### src/core/ces_pkg.sv
/*
  constants, register map and state type of the cpu exception sequencer.
  assumes one clock, an apb register port and an acked memory port.
*/
// Contract
// RQ1: reset vectors sit at vector number times four, base register ignored.
// RQ2: other exceptions fetch from vector base plus vector number times four.
// RQ3: reset release with nmi high starts power-on reset; reset beats everything.
// RQ4: reset release with nmi low starts manual reset.
// RQ5: manual reset spares bus control, pin function and io ports.
// RQ6: outside party holds reset low at least 20 clock cycles.
// RQ7: reset reads pc then sp, clears vector base, mask all ones.
// RQ8: manual reset runs the same sequence from its own vector entries.
// RQ9: manual reset keeps refresh alive and lets a running bus cycle finish.
// RQ10: instruction fetch from an odd address is an address error.
// RQ11: instruction fetch from peripheral register space is an address error.
// RQ12: word access at an odd address by cpu or dma errs.
// RQ13: long access not on a four byte boundary errs.
// RQ14: long access to 8-bit peripheral regions errs; 16-bit regions fine.
// RQ15: address error handling waits for bus cycle and instruction end.
// RQ16: address error pushes status word, then next pc, then jumps.
// RQ17: sources are nmi, user break, eight pins, peripheral requests.
// RQ18: nmi has level 16 and is always accepted.
// RQ19: user break has fixed level 15.
// RQ20: pins and peripherals carry programmable levels 0 to 15.
// RQ21: of several pending interrupts the highest level is taken.
// RQ22: maskable interrupt taken only when level exceeds mask.
// RQ23: interrupt pushes status and pc, mask gets level, 15 for nmi.
// RQ24: stacking uses general register 15, status word first.
// RQ25: every vector read is one aligned 32-bit read used whole.
package ces_pkg;

   // vector numbers
   localparam logic [7:0]  VEC_POR_PC   = 8'h00;
   localparam logic [7:0]  VEC_MR_PC    = 8'h02;
   localparam logic [7:0]  VEC_CPU_AE   = 8'h09;
   localparam logic [7:0]  VEC_DMA_AE   = 8'h0a;
   localparam logic [7:0]  VEC_NMI      = 8'h0b;
   localparam logic [7:0]  VEC_UBRK     = 8'h0c;
   localparam logic [7:0]  VEC_IRQ0     = 8'h40;

   // priority levels and mask values
   localparam logic [4:0]  LVL_NMI      = 5'h10;
   localparam logic [4:0]  LVL_UBRK     = 5'h0f;
   localparam logic [3:0]  MASK_NMI     = 4'hf;
   localparam logic [3:0]  MASK_RESET   = 4'hf;
   localparam int unsigned MASK_LSB     = 4;
   localparam int unsigned N_IRQ        = 8;

   // reset values and stacking step
   localparam logic [31:0] VBR_RESET    = 32'h0000_0000;
   localparam logic [31:0] SR_RESET     = 32'h0000_00f0;
   localparam logic [31:0] PRIO_RESET   = 32'h0000_0000;
   localparam logic [31:0] WORD_STEP    = 32'h0000_0004;

   // peripheral register space bounds (inclusive)
   localparam logic [31:0] PERIPH_LO    = 32'h05ff_fe00;
   localparam logic [31:0] PERIPH_HI    = 32'h05ff_ffff;

   // access size codes
   localparam logic [1:0]  SZ_BYTE      = 2'h0;
   localparam logic [1:0]  SZ_WORD      = 2'h1;
   localparam logic [1:0]  SZ_LONG      = 2'h2;

   // apb register byte offsets
   localparam logic [7:0]  REG_VBR      = 8'h00;
   localparam logic [7:0]  REG_SR       = 8'h04;
   localparam logic [7:0]  REG_PRIO     = 8'h08;
   localparam logic [7:0]  REG_GR15     = 8'h0c;
   localparam logic [7:0]  REG_PC       = 8'h10;
   localparam logic [7:0]  REG_STAT     = 8'h14;
   localparam logic [7:0]  REG_ERRADR   = 8'h18;

   // status register field positions
   localparam int unsigned ST_POR_BIT   = 4;
   localparam int unsigned ST_AEC_BIT   = 5;
   localparam int unsigned ST_AED_BIT   = 6;
   localparam int unsigned ST_NMI_BIT   = 7;
   localparam int unsigned ST_VEC_LSB   = 8;

   typedef enum logic [3:0] {
      ST_HOLD,
      ST_RD_PC,
      ST_RD_SP,
      ST_RUN,
      ST_PUSH_SR,
      ST_PUSH_PC,
      ST_RD_VEC
   } ces_state_type;

endpackage

### src/core/ces_top.sv
/*
  cpu exception sequencer: reset sequencing, address error detection,
  interrupt arbitration, stacking and vector fetch.
  assumes the cpu core reports instruction boundaries and its next pc,
  bus masters report every access in the cycle they issue it, and the
  memory port answers each request with a one-cycle mem_ack.
*/
`timescale 1ns/10ps
module ces_top
   import ces_pkg::*;
(
   input  wire logic        pclk,
   input  wire logic        presetn,
   input  wire logic [7:0]  paddr,
   input  wire logic        psel,
   input  wire logic        penable,
   input  wire logic        pwrite,
   input  wire logic [31:0] pwdata,
   output logic [31:0]      prdata,
   output logic             pready,
   output logic             pslverr,
   input  wire logic        chip_init_pin_n,
   input  wire logic        nmi_pin,
   input  wire logic [7:0]  external_irq_pins,
   input  wire logic        user_break_req,
   input  wire logic        periph_irq_req,
   input  wire logic [3:0]  periph_irq_level,
   input  wire logic [7:0]  periph_irq_vector,
   output logic             periph_irq_ack,
   input  wire logic        insn_boundary,
   input  wire logic        bus_idle,
   input  wire logic [31:0] cpu_next_pc,
   input  wire logic        fetch_valid,
   input  wire logic [31:0] fetch_addr,
   input  wire logic        data_valid,
   input  wire logic        data_is_dma,
   input  wire logic [31:0] data_addr,
   input  wire logic [1:0]  data_size,
   input  wire logic        data_region_8bit,
   output logic             mem_req,
   output logic             mem_we,
   output logic [31:0]      mem_addr,
   output logic [31:0]      mem_wdata,
   input  wire logic        mem_ack,
   input  wire logic [31:0] mem_rdata,
   output logic             cpu_run,
   output logic             pc_load,
   output logic [31:0]      program_counter,
   output logic [31:0]      general_register_15,
   output logic             periph_rst_n,
   output logic             bus_ctl_rst_n
);

   ces_state_type state_q;
   logic [9:0]    sync1_q;
   logic [9:0]    sync2_q;
   logic          init_prev_q;
   logic          nmi_prev_q;
   logic          por_q;
   logic [31:0]   vbr_q;
   logic [31:0]   sr_q;
   logic [31:0]   prio_q;
   logic [31:0]   gr15_q;
   logic [31:0]   pc_q;
   logic [31:0]   pc_tmp_q;
   logic [31:0]   saved_pc_q;
   logic [7:0]    vec_q;
   logic [3:0]    new_mask_q;
   logic          set_mask_q;
   logic          ack_sel_q;
   logic          ae_cpu_q;
   logic          ae_dma_q;
   logic          nmi_pend_q;
   logic [31:0]   err_addr_q;
   logic          req_q;
   logic          we_q;
   logic [31:0]   addr_q;
   logic [31:0]   wdata_q;
   logic          pc_load_q;
   logic          irq_ack_q;
   logic [31:0]   prdata_q;
   logic          pslverr_q;

   // synchronised pins: {reset pin, nmi, irq pins}
   wire           init_s = sync2_q[9];
   wire           nmi_s  = sync2_q[8];
   wire [7:0]     irq_s  = sync2_q[7:0];

   always_ff @(posedge pclk or negedge presetn) begin
      if (!presetn) begin
         sync1_q <= 10'h000;
         sync2_q <= 10'h000;
      end else begin
         sync1_q <= {chip_init_pin_n, nmi_pin, external_irq_pins};
         sync2_q <= sync1_q;
      end
   end

   // reset pin release and nmi edge detection
   wire init_rise  = init_s & ~init_prev_q;
   wire nmi_edge   = nmi_s & ~nmi_prev_q;
   wire in_hold    = ~init_s;
   wire [3:0] mask = sr_q[MASK_LSB +: 4];

   // address error checks on fetches and data accesses
   wire in_periph_f = (fetch_addr >= PERIPH_LO) && (fetch_addr <= PERIPH_HI);
   wire in_periph_d = (data_addr >= PERIPH_LO) && (data_addr <= PERIPH_HI);
   wire fetch_err   = fetch_valid & (fetch_addr[0]              // [RQ10]
                                     | in_periph_f);            // [RQ11]
   wire word_err    = (data_size == SZ_WORD) & data_addr[0];    // [RQ12]
   wire long_err    = (data_size == SZ_LONG)
                      & ((data_addr[1:0] != 2'h0)               // [RQ13]
                         | (in_periph_d & data_region_8bit));   // [RQ14]
   wire data_err    = data_valid & (word_err | long_err);
   wire cpu_err     = fetch_err | (data_err & ~data_is_dma);
   wire dma_err     = data_err & data_is_dma;

   // interrupt arbitration over all sources
   logic [4:0] best_lvl;
   logic [7:0] best_vec;
   logic       best_found;
   logic       best_periph;
   always_comb begin
      best_lvl    = {1'b0, mask};                               // [RQ22]
      best_vec    = 8'h00;
      best_found  = 1'b0;
      best_periph = 1'b0;
      for (int i = 0; i < N_IRQ; i++) begin
         if (irq_s[i] && ({1'b0, prio_q[4*i +: 4]} > best_lvl)) begin // [RQ20] [RQ21]
            best_lvl    = {1'b0, prio_q[4*i +: 4]};
            best_vec    = VEC_IRQ0 + 8'(i);
            best_found  = 1'b1;
         end
      end
      if (periph_irq_req && ({1'b0, periph_irq_level} > best_lvl)) begin // [RQ20]
         best_lvl    = {1'b0, periph_irq_level};
         best_vec    = periph_irq_vector;
         best_found  = 1'b1;
         best_periph = 1'b1;
      end
      if (user_break_req && (LVL_UBRK > best_lvl)) begin        // [RQ19]
         best_lvl    = LVL_UBRK;
         best_vec    = VEC_UBRK;
         best_found  = 1'b1;
         best_periph = 1'b0;
      end
      if (nmi_pend_q) begin                                     // [RQ18]
         best_lvl    = LVL_NMI;
         best_vec    = VEC_NMI;
         best_found  = 1'b1;
         best_periph = 1'b0;
      end
   end

   // acceptance only at an instruction end with the bus quiet
   wire at_boundary = (state_q == ST_RUN) & init_s & insn_boundary & bus_idle; // [RQ15]
   wire take_ae     = at_boundary & (ae_cpu_q | ae_dma_q);
   wire take_cpu_ae = take_ae & ae_cpu_q;
   wire take_irq    = at_boundary & ~take_ae & best_found;
   wire take_nmi    = take_irq & (best_lvl == LVL_NMI);
   wire [3:0] irq_mask = take_nmi ? MASK_NMI : best_lvl[3:0];    // [RQ23]
   wire [7:0] exc_vec  = take_ae ? (take_cpu_ae ? VEC_CPU_AE : VEC_DMA_AE) : best_vec;

   // vector table addresses
   wire [7:0]  rst_vec    = (nmi_s ? VEC_POR_PC : VEC_MR_PC);
   wire [31:0] rst_pc_adr = {22'h0, rst_vec, 2'h0};             // [RQ1]
   wire [31:0] exc_adr    = vbr_q + {22'h0, vec_q, 2'h0};       // [RQ2]
   wire [31:0] gr15_dec   = gr15_q - WORD_STEP;                 // [RQ24]

   // apb decode
   wire apb_setup = psel & ~penable;
   wire apb_wr    = psel & penable & pwrite;
   wire hit_vbr   = (paddr == REG_VBR);
   wire hit_sr    = (paddr == REG_SR);
   wire hit_prio  = (paddr == REG_PRIO);
   wire hit_gr15  = (paddr == REG_GR15);
   wire hit_pc    = (paddr == REG_PC);
   wire hit_stat  = (paddr == REG_STAT);
   wire hit_err   = (paddr == REG_ERRADR);
   wire hit_any   = hit_vbr | hit_sr | hit_prio | hit_gr15 | hit_pc | hit_stat | hit_err;
   wire [31:0] stat_word = {16'h0, vec_q, nmi_pend_q, ae_dma_q, ae_cpu_q, por_q,
                            4'(state_q)};
   wire [31:0] rd_mux = hit_vbr  ? vbr_q  :
                        hit_sr   ? sr_q   :
                        hit_prio ? prio_q :
                        hit_gr15 ? gr15_q :
                        hit_pc   ? pc_q   :
                        hit_stat ? stat_word :
                        hit_err  ? err_addr_q : 32'h0000_0000;

   // apb read data and error taken in the setup cycle
   always_ff @(posedge pclk or negedge presetn) begin
      if (!presetn) begin
         prdata_q  <= 32'h0000_0000;
         pslverr_q <= 1'b0;
      end else if (apb_setup) begin
         prdata_q  <= rd_mux;
         pslverr_q <= ~hit_any;
      end
   end

   // pending flags: a new event beats the clear in the same cycle
   always_ff @(posedge pclk or negedge presetn) begin
      if (!presetn) begin
         ae_cpu_q    <= 1'b0;
         ae_dma_q    <= 1'b0;
         nmi_pend_q  <= 1'b0;
         err_addr_q  <= 32'h0000_0000;
         init_prev_q <= 1'b0;
         nmi_prev_q  <= 1'b0;
      end else begin
         init_prev_q <= init_s;
         nmi_prev_q  <= nmi_s;
         ae_cpu_q    <= ~in_hold & (cpu_err | (ae_cpu_q & ~take_cpu_ae));
         ae_dma_q    <= ~in_hold & (dma_err | (ae_dma_q & ~(take_ae & ~ae_cpu_q)));
         nmi_pend_q  <= ~in_hold & (nmi_edge | (nmi_pend_q & ~take_nmi)); // [RQ17]
         if (cpu_err | dma_err) begin
            err_addr_q <= fetch_err ? fetch_addr : data_addr;
         end
      end
   end

   // exception sequencer
   always_ff @(posedge pclk or negedge presetn) begin
      if (!presetn) begin
         state_q    <= ST_HOLD;
         por_q      <= 1'b1;
         vbr_q      <= VBR_RESET;
         sr_q       <= SR_RESET;
         prio_q     <= PRIO_RESET;
         gr15_q     <= 32'h0000_0000;
         pc_q       <= 32'h0000_0000;
         pc_tmp_q   <= 32'h0000_0000;
         saved_pc_q <= 32'h0000_0000;
         vec_q      <= 8'h00;
         new_mask_q <= 4'h0;
         set_mask_q <= 1'b0;
         ack_sel_q  <= 1'b0;
         req_q      <= 1'b0;
         we_q       <= 1'b0;
         addr_q     <= 32'h0000_0000;
         wdata_q    <= 32'h0000_0000;
         pc_load_q  <= 1'b0;
         irq_ack_q  <= 1'b0;
      end else begin
         pc_load_q <= 1'b0;
         irq_ack_q <= 1'b0;
         // software writes; sequencer updates below take precedence
         if (apb_wr && hit_vbr) begin
            vbr_q <= pwdata;
         end
         if (apb_wr && hit_sr) begin
            sr_q <= pwdata;
         end
         if (apb_wr && hit_prio) begin
            prio_q <= pwdata;
         end
         if (apb_wr && hit_gr15) begin
            gr15_q <= pwdata;
         end
         if (in_hold) begin                                     // [RQ3]
            state_q <= ST_HOLD;
            por_q   <= nmi_s;                                   // [RQ3] [RQ4]
            if (nmi_s || mem_ack) begin
               req_q <= 1'b0;                                   // [RQ9]
            end
            if (nmi_s) begin
               prio_q <= PRIO_RESET;                            // [RQ5]
            end
         end else begin
            case (state_q)
               ST_HOLD: begin
                  if (init_rise && !req_q) begin
                     req_q   <= 1'b1;                           // [RQ25]
                     we_q    <= 1'b0;
                     addr_q  <= rst_pc_adr;                     // [RQ7] [RQ8]
                     state_q <= ST_RD_PC;
                  end else if (mem_ack) begin
                     req_q <= 1'b0;                             // [RQ9]
                  end
               end
               ST_RD_PC: begin
                  if (mem_ack) begin
                     pc_tmp_q <= mem_rdata;                     // [RQ7]
                     addr_q   <= addr_q + WORD_STEP;
                     state_q  <= ST_RD_SP;
                  end
               end
               ST_RD_SP: begin
                  if (mem_ack) begin
                     req_q                 <= 1'b0;
                     gr15_q                <= mem_rdata;        // [RQ7]
                     pc_q                  <= pc_tmp_q;
                     vbr_q                 <= VBR_RESET;
                     sr_q[MASK_LSB +: 4]   <= MASK_RESET;
                     pc_load_q             <= 1'b1;
                     state_q               <= ST_RUN;
                  end
               end
               ST_RUN: begin
                  if (take_ae || take_irq) begin
                     vec_q      <= exc_vec;
                     new_mask_q <= irq_mask;
                     set_mask_q <= take_irq;                    // [RQ16] [RQ23]
                     ack_sel_q  <= take_irq & best_periph;
                     saved_pc_q <= cpu_next_pc;
                     gr15_q     <= gr15_dec;                    // [RQ24]
                     req_q      <= 1'b1;
                     we_q       <= 1'b1;
                     addr_q     <= gr15_dec;
                     wdata_q    <= sr_q;
                     state_q    <= ST_PUSH_SR;
                  end
               end
               ST_PUSH_SR: begin
                  if (mem_ack) begin
                     gr15_q  <= gr15_dec;                       // [RQ24]
                     addr_q  <= gr15_dec;
                     wdata_q <= saved_pc_q;                     // [RQ16]
                     state_q <= ST_PUSH_PC;
                  end
               end
               ST_PUSH_PC: begin
                  if (mem_ack) begin
                     if (set_mask_q) begin
                        sr_q[MASK_LSB +: 4] <= new_mask_q;      // [RQ23]
                     end
                     irq_ack_q <= ack_sel_q;
                     we_q      <= 1'b0;
                     addr_q    <= exc_adr;                      // [RQ2] [RQ25]
                     state_q   <= ST_RD_VEC;
                  end
               end
               ST_RD_VEC: begin
                  if (mem_ack) begin
                     req_q     <= 1'b0;
                     pc_q      <= mem_rdata;                    // [RQ16] [RQ25]
                     pc_load_q <= 1'b1;
                     state_q   <= ST_RUN;
                  end
               end
               default: begin
                  req_q   <= 1'b0;
                  state_q <= ST_HOLD;
               end
            endcase
         end
      end
   end

   // outputs
   assign pready              = 1'b1;
   assign prdata              = prdata_q;
   assign pslverr             = pslverr_q;
   assign mem_req             = req_q;
   assign mem_we              = we_q;
   assign mem_addr            = addr_q;
   assign mem_wdata           = wdata_q;
   assign cpu_run             = (state_q == ST_RUN) & init_s;
   assign pc_load             = pc_load_q;
   assign program_counter     = pc_q;
   assign general_register_15 = gr15_q;
   assign periph_irq_ack      = irq_ack_q;
   assign periph_rst_n        = init_s;                          // [RQ5]
   assign bus_ctl_rst_n       = ~(in_hold & nmi_s);              // [RQ5] [RQ9]

endmodule

### config.mk
export PLATFORM = sky130hd
export DESIGN_NAME = ces_top
export DESIGN_NICKNAME = d
export VERILOG_FILES = /design/src/core/ces_pkg.sv /design/src/core/ces_top.sv
export SDC_FILE = /design/constraint.sdc
export NUM_CORES = 1
export LEC_CHECK = 0
export BUFFER_PORTS_ARGS = -buffer_cell sky130_fd_sc_hd__buf_2
export CAP_MARGIN = 0
export CORE_MARGIN = 2
export CORE_UTILIZATION = 55
export DETAILED_ROUTE_END_ITERATION = 10
export PLACE_DENSITY = 0.89
export REMOVE_ABC_BUFFERS = 1
export SLEW_MARGIN = 20
export SYNTH_ARGS = -nofsm -noshare
export SYNTH_HDL_FRONTEND = slang
export SYNTH_SLANG_ARGS = --single-unit
### constraint.sdc
create_clock -name pclk -period 15.6 [get_ports pclk]
set_input_delay 0 -clock pclk [delete_from_list [all_inputs] [get_ports pclk]]
set_output_delay 0 -clock pclk [all_outputs]
set_load 0.01 [all_outputs]
After elaboration in Yosys (flattened, before gate mapping) --
Index checks and enable logic that the tools add are counted.
Word-level totals: register bits after elaboration 401, latch bits 0, memory bits (writable) 0, memory bits (read-only) 0, input port bits 206, output and inout bits 169, memories 0
Operators by class: add/subtract/negate cells 3, multipliers 0, div/mod/pow operators 0, order comparisons 14, eq/ne operators 29, shifts and indexed selects 0, muxes and demuxes 102, bitwise logic cells 56, reduce and logical (&&, ||, !) cells 38
Operator list (count):
- $mux 32 | 29
- $pmux 32 s5 | 1
- $pmux 32 s2 | 2
- $mux 8 | 12
- $pmux 32 s3 | 1
- $ge 32x27->1 const B | 2
- $le 32x27->1 const B | 2
- $mux 4 | 13
- $mux 5 | 10
- $gt 4x5->1 | 8
- $add 32x10->32 | 1
- $add 32x3->32 const B | 1
- $sub 32x3->32 const B | 1
- $and 1x1->1 | 29
- $mux 1 | 27
- $eq 8x5->1 const B | 3
- $pmux 4 s6 | 1
- $ne 3x3->1 const B | 6
- $logic_and 1x1->1 | 17
- $eq 8x4->1 const B | 2
- $ne 2x2->1 const B | 8
- $or 1x1->1 | 15
- $eq 4x3->1 const B | 3
- $not 1->1 | 12
- other kinds (27) | 36

Longest topological paths before layout --
word-level depth 37, depth in mapped cells 63

Worst setup path before layout --
No wires, ideal clock.
path kind reg2reg, start point register sr_q[7], end point register gr15_q[21] (netlist: general_register_15[21]), library setup time 0.141 ns, arrival time 12.685 ns, setup slack 2.773 ns, cell stages (with the launch flop) 60, buffers on the path 3, clock period less this slack 12.827 ns, cells stage by stage dfstp_2 -> inv_1 -> ha_1 -> a21oi_1 -> nand2_1 -> o2bb2ai_1 -> nor2_1 -> ha_1 -> nor2b_1 -> o211a_1 -> o21ai_0 -> a21boi_0 -> ha_1 -> nand4_1 -> nand2_1 -> a21oi_1 -> nand2_1 -> and2_1 -> [... 24 more ...] -> inv_1 -> ha_1 -> nand4_1 -> nand2_1 -> a21oi_1 -> mux2_2 -> ha_1 -> nor2b_1 -> o21a_1 -> o21a_1 -> o211ai_1 -> nand4b_1 -> o21a_1 -> o41a_1 -> nor2_2 -> clkbuf_1 -> buf_2 -> o221ai_1
Between the ends: word-level cells in the longest chain between the ends 36, elaborated cells on any way between the ends 45, classes of those cells 10 x order compare; 23 x mux; 1 x bitwise; 11 x reduce/logical
Ends and longest elaborated chain:
- start, declared | RTL line ces_top.sv:61 | logic [31:0] sr_q;
- start signal, assigned | RTL line ces_top.sv:253 | sr_q <= pwdata;
- start signal, assigned by index | RTL line ces_top.sv:326 | sr_q[MASK_LSB +: 4] <= new_mask_q;
- $gt 4x4->1 | RTL line ces_top.sv:129 | if (irq_s[i] && ({1'b0, prio_q[4*i +: 4]} > best_lvl)) begin
- $logic_and 1x1->1 | RTL line ces_top.sv:129
- $mux 4 | RTL line ces_top.sv:129
- $gt 4x5->1 | RTL line ces_top.sv:129
- $logic_and 1x1->1 | RTL line ces_top.sv:129
- $mux 5 | RTL line ces_top.sv:129
- $gt 4x5->1 | RTL line ces_top.sv:129
- $logic_and 1x1->1 | RTL line ces_top.sv:129
- [... 20 more ...]
- $logic_and 1x1->1 | RTL line ces_top.sv:141 | if (user_break_req && (LVL_UBRK > best_lvl)) begin
- $mux 1 * | RTL line ces_top.sv:141
- $mux 1 * | RTL line ces_top.sv:147 | if (nmi_pend_q) begin
- $and 1x1->1 * | RTL line ces_top.sv:159 | wire take_irq = at_boundary & ~take_ae & best_found;
- $logic_or 1x1->1 * | RTL line ces_top.sv:301 | if (take_ae || take_irq) begin
- $mux 32 * | RTL line ces_top.sv:301
- $pmux 32 s3 * | RTL line ces_top.sv:271 | case (state_q)
- $mux 32 * | RTL line ces_top.sv:261 | if (in_hold) begin
- end signal, assigned | RTL line ces_top.sv:259 | gr15_q <= pwdata;
- end signal, assigned | RTL line ces_top.sv:307 | gr15_q <= gr15_dec;
- end signal, assigned | RTL line ces_top.sv:317 | gr15_q <= gr15_dec;
- end, declared | RTL line ces_top.sv:63 | logic [31:0] gr15_q;
Every way passes the cells marked *; elsewhere a longest branch is shown, timed or not. A chain may end at the register's enable or synchronous reset.

Worst setup path in the final report --
start point register sr_q[7], end point register gr15_q[9] (netlist: general_register_15[9])
Same word-level chain as after synthesis.

==> summary.md <==
| Metric | Value |
|---|---|
| Remaining antenna violation count after routing | 0 |
| Die extent in y | 204.9 um |
| Gate count after technology mapping | around 2500 |
| Hold WS | 0.006239 ns |
| Kind of start point of the critical path | register |
| Number of DRC violations after detailed-routing iteration 0 | 3240 |
| Crit end category | register |
| Number of buffers on the longest clock path | 3 |
| Root buffer cell | sky130_fd_sc_hd__clkbuf_16 |
| Pleak | 13.22 nW |
| Number of warnings printed during yosys synthesis | 0 |
| Share of synthesized area occupied by flip-flops and latches | 0.4514 |
| CP Class | reg2reg |
| Pin count of the biggest net entering global routing | between 150 and 200 |
| Synthesized area divided by synthesized cell count | 8.844 sq um |
| Flip-flop and latch count after synthesis | 400 |
| Clock network power share | 0.306 |
| Worst hold path class | in2async |
| Most used flip-flop cell after synthesis | sky130_fd_sc_hd__dfrtp_1 |
| Number of max-cap violations | 0 |
| Switching part of the total | 0.3611 |
| Total die area | 41970 sq um |
| Residual overflow from global routing | 0 |
| Initial antenna violation count | 5 |
| Largest stage delay on the critical path | roughly 0.61 ns |
| Top Family by Delay on Critical Path | compound AO/OA/AOI/OAI gates |
| Routed vias | 23400 |
| Number of clock sinks | 400 |
| Fraction of the core area covered by cells at the end of the flow | 0.7041 |
| CTS tree | done |
| Least-Margin Pin Slew | 1.142 ns |
| Depth of the worst register-to-register path | 57 |
| Distinct cell type count of the synthesized netlist | 82 |
| Launch point of the worst reg-to-reg path | sr_q[7]$_DFF_PN1_ |
| Worst-skew pair later-pin latency | 0.59 ns |
| Starting density of the core | 0.5572 |
| CTS clk-pin slew, worst paths | 0.06 ns |
| Setup repair after global routing missed its margin | no |
| Total routing resource utilization after global routing | 0.4367 |
| Via count of the first global-routing pass | 22850 |
| Capturing point of the worst reg2reg path | general_register_15[9]$_DFF_PN0_ |
| Post-Synthesis Cell Area | around 22000 sq um |
| Synthesis-to-finish area growth | 26.36% |
| DP Wirelength | 63180 um |
| NumNets Final | 3251 |
| Vias per std cell | 6.579 |
| Power density cells | about 130 nW/um^2 |
| Wire length of the first global-routing pass | 138000 um |
| Fmax achieved | just under 0.07 GHz |
| Peak ir drop on the vdd network | 105.8 uV |
| Worst setup path start | sr_q[7]$_DFF_PN1_ |
| Ratio of cells with drive above 1 in the final layout | 0.2056 |
| Number of enable-type register cells in the synthesized netlist | 0 |
| Register-to-register setup slack | about 1.0 ns |
| Routed wire length | 92800 um |
| DRC violations left | 0 |
| Arrival time worst endpoint | 15.02 ns |
| Setup bufs post-CTS | 0 |
| Outcome | finished, final reports clean |
| Total negative slack | 0 ns |
| H-Tree Level Count | 2 |
| First-pass DRT Iterations | 7 |
| Standard cell core area | 39820 sq um |
| Number of placement rows | 73 |
| Fin Clk Skew | 0.02038 ns |
| Routed WL per cell | 26.09 um |
| Slew HR | 0.2370 |
| Sequential cell fraction of total power | 0.377 |
| Final weighted congestion in routability-driven placement | 1.022 |
| Fraction of registers with async set/reset | 1.000 |
| Cell seen most often among critical-path stages | sky130_fd_sc_hd__ha_1 |
| Endpoint required time on the critical path | 16.06 ns |
| Internal power summed over all cells | 0.002408 W |
| IO Port Bufs | 373 |
| Buf/Inv on CP | 4 |
| Share of the clock period used by the worst path after layout | 0.9334 |
| Total count of max-transition violations in the final report | 0 |
| Net switching component of the power | 0.001361 W |
| Count of endpoints failing setup in the final report | 0 |
| Number of hold-slack violations in the final timing report | 0 |
| I/O pin total | 375 |
| Max Fanout on Critical Path | 12 |
| Logic pwr share | 0.317 |
| Chip Width | 204.9 um |
| Minimum clock period | 14.56 ns |
| Cell at the slowest stage of the critical path | sky130_fd_sc_hd__o21ai_0 |
| CTS Buf Count | 45 |
## worst max path at each step
| stage | to | cells after the start |
|---|---|---|
| floorplan | mem_addr[27]$_DFFE_PN0P_ | 56 |
| global placement | new_mask_q[2]$_DFFE_PN0P_ | 59 |
| detailed placement | new_mask_q[3]$_DFFE_PN0P_ | 58 |
| CTS | new_mask_q[0]$_DFFE_PN0P_ | 58 |
| global route | general_register_15[9]$_DFF_PN0_ | 60 |
| finish | general_register_15[9]$_DFF_PN0_ | 57 |
## cells by family (layout without fill, tap and decap cells)
logic type	after synthesis	count (layout)	synth area share
multiplexers	177	177	0.08396
buffers and inverters	210	731	0.03710
adder cells (fa/ha/maj)	47	47	0.02684
XOR/XNOR	72	72	0.02876
AO/OA/AOI/OAI	685	685	0.1933
flip-flops	400	400	0.4514
other	1	3	0.0001690
AND/OR/NAND/NOR	917	917	0.1785
## cell type report
cell class	count	area [sq um]
fill	2957	11780
multi-input combinational	1899	11460
sequential	400	10020
timing repair buffer	607	4146
clock buffer	62	1333
tap	525	656.9
clock inverter	17	251.5
inverter	45	168.9
antenna	2	5.005
## power by group through the flow
stage	sequential (W)	clock, W	combinational (W)
detailed placement	0.00142	0	0.00109
global route	0.00143	0.00119	0.00130
global placement	0.00141	0	0.00105
finish	0.00142	0.00115	0.00119
floorplan	0.00141	0	0.000634
CTS	0.00141	0.00115	0.00115
## placed cells by master (no fill, tap or decap), types with 49 or more instances in the layout
cell                              n
sky130_fd_sc_hd__a21oi_1        189
sky130_fd_sc_hd__a22oi_1         49
sky130_fd_sc_hd__buf_2          372
sky130_fd_sc_hd__dfrtp_1        395
sky130_fd_sc_hd__dlygate4sd3_1  192
sky130_fd_sc_hd__mux2_2          73
sky130_fd_sc_hd__mux2i_1        104
sky130_fd_sc_hd__nand2_1        545
sky130_fd_sc_hd__nand3_1         52
sky130_fd_sc_hd__nor2_1         159
sky130_fd_sc_hd__o21ai_0        175
sky130_fd_sc_hd__o22ai_1         49
## synthesized netlist by cell type (all sizes together) (13+ instances only)
library cell    n  area [sq um]
buf            23         117.6
nor2          166         625.6
a22oi          49         367.9
and3           21         131.4
nand3          53         265.3
clkbuf        142         536.8
o221ai         13         113.9
nor3           22         137.6
o22ai          50         319.1
nand4          21         131.4
ha             46         575.6
nor2b          16         100.1
xor2           31         279.0
a31oi          42         262.8
nand2         549          2066
inv            44         165.2
mux2i         104          1041
or3            13         93.83
o211ai         22         165.2
dfrtp         395          9884
o21ai         178         890.9
a221oi         22         192.7
mux2           73         822.0
xnor2          41         359.1
a21oi         192         960.9
## through the flow
step / total power [W] / std cells / worst slack, ns / instance area [sq um]
after floorplan: 0.002041 / 2344 / -0.05514 / 21540
after global placement: 0.002462 / 3283 / 1.200 / 24470
after detailed placement: 0.002507 / 3283 / 0.5180 / 24480
after CTS: 0.003704 / 3554 / 0.4324 / 27980
after global routing: 0.003924 / 3556 / 0.005043 / 28040
final: 0.003769 / 3557 / 1.039 / 28040
## metal layers
layer,share of wire,vias to the layer above,global-route usage
li1,-,9931,-
met1,0.37,11270,0.5674
met2,0.45,1808,0.6686
met3,0.12,387,0.1249
met4,0.058,4,0.2210
met5,0.00028,-,0
## repair_timing
action                                  4_1_cts  5_1_grt
hold endpoints to repair                    375        0
endpoints found under the setup margin        0      146
resized for setup                             0        6
hold buffers                                192        0
(Power assumes the default switching activity.)
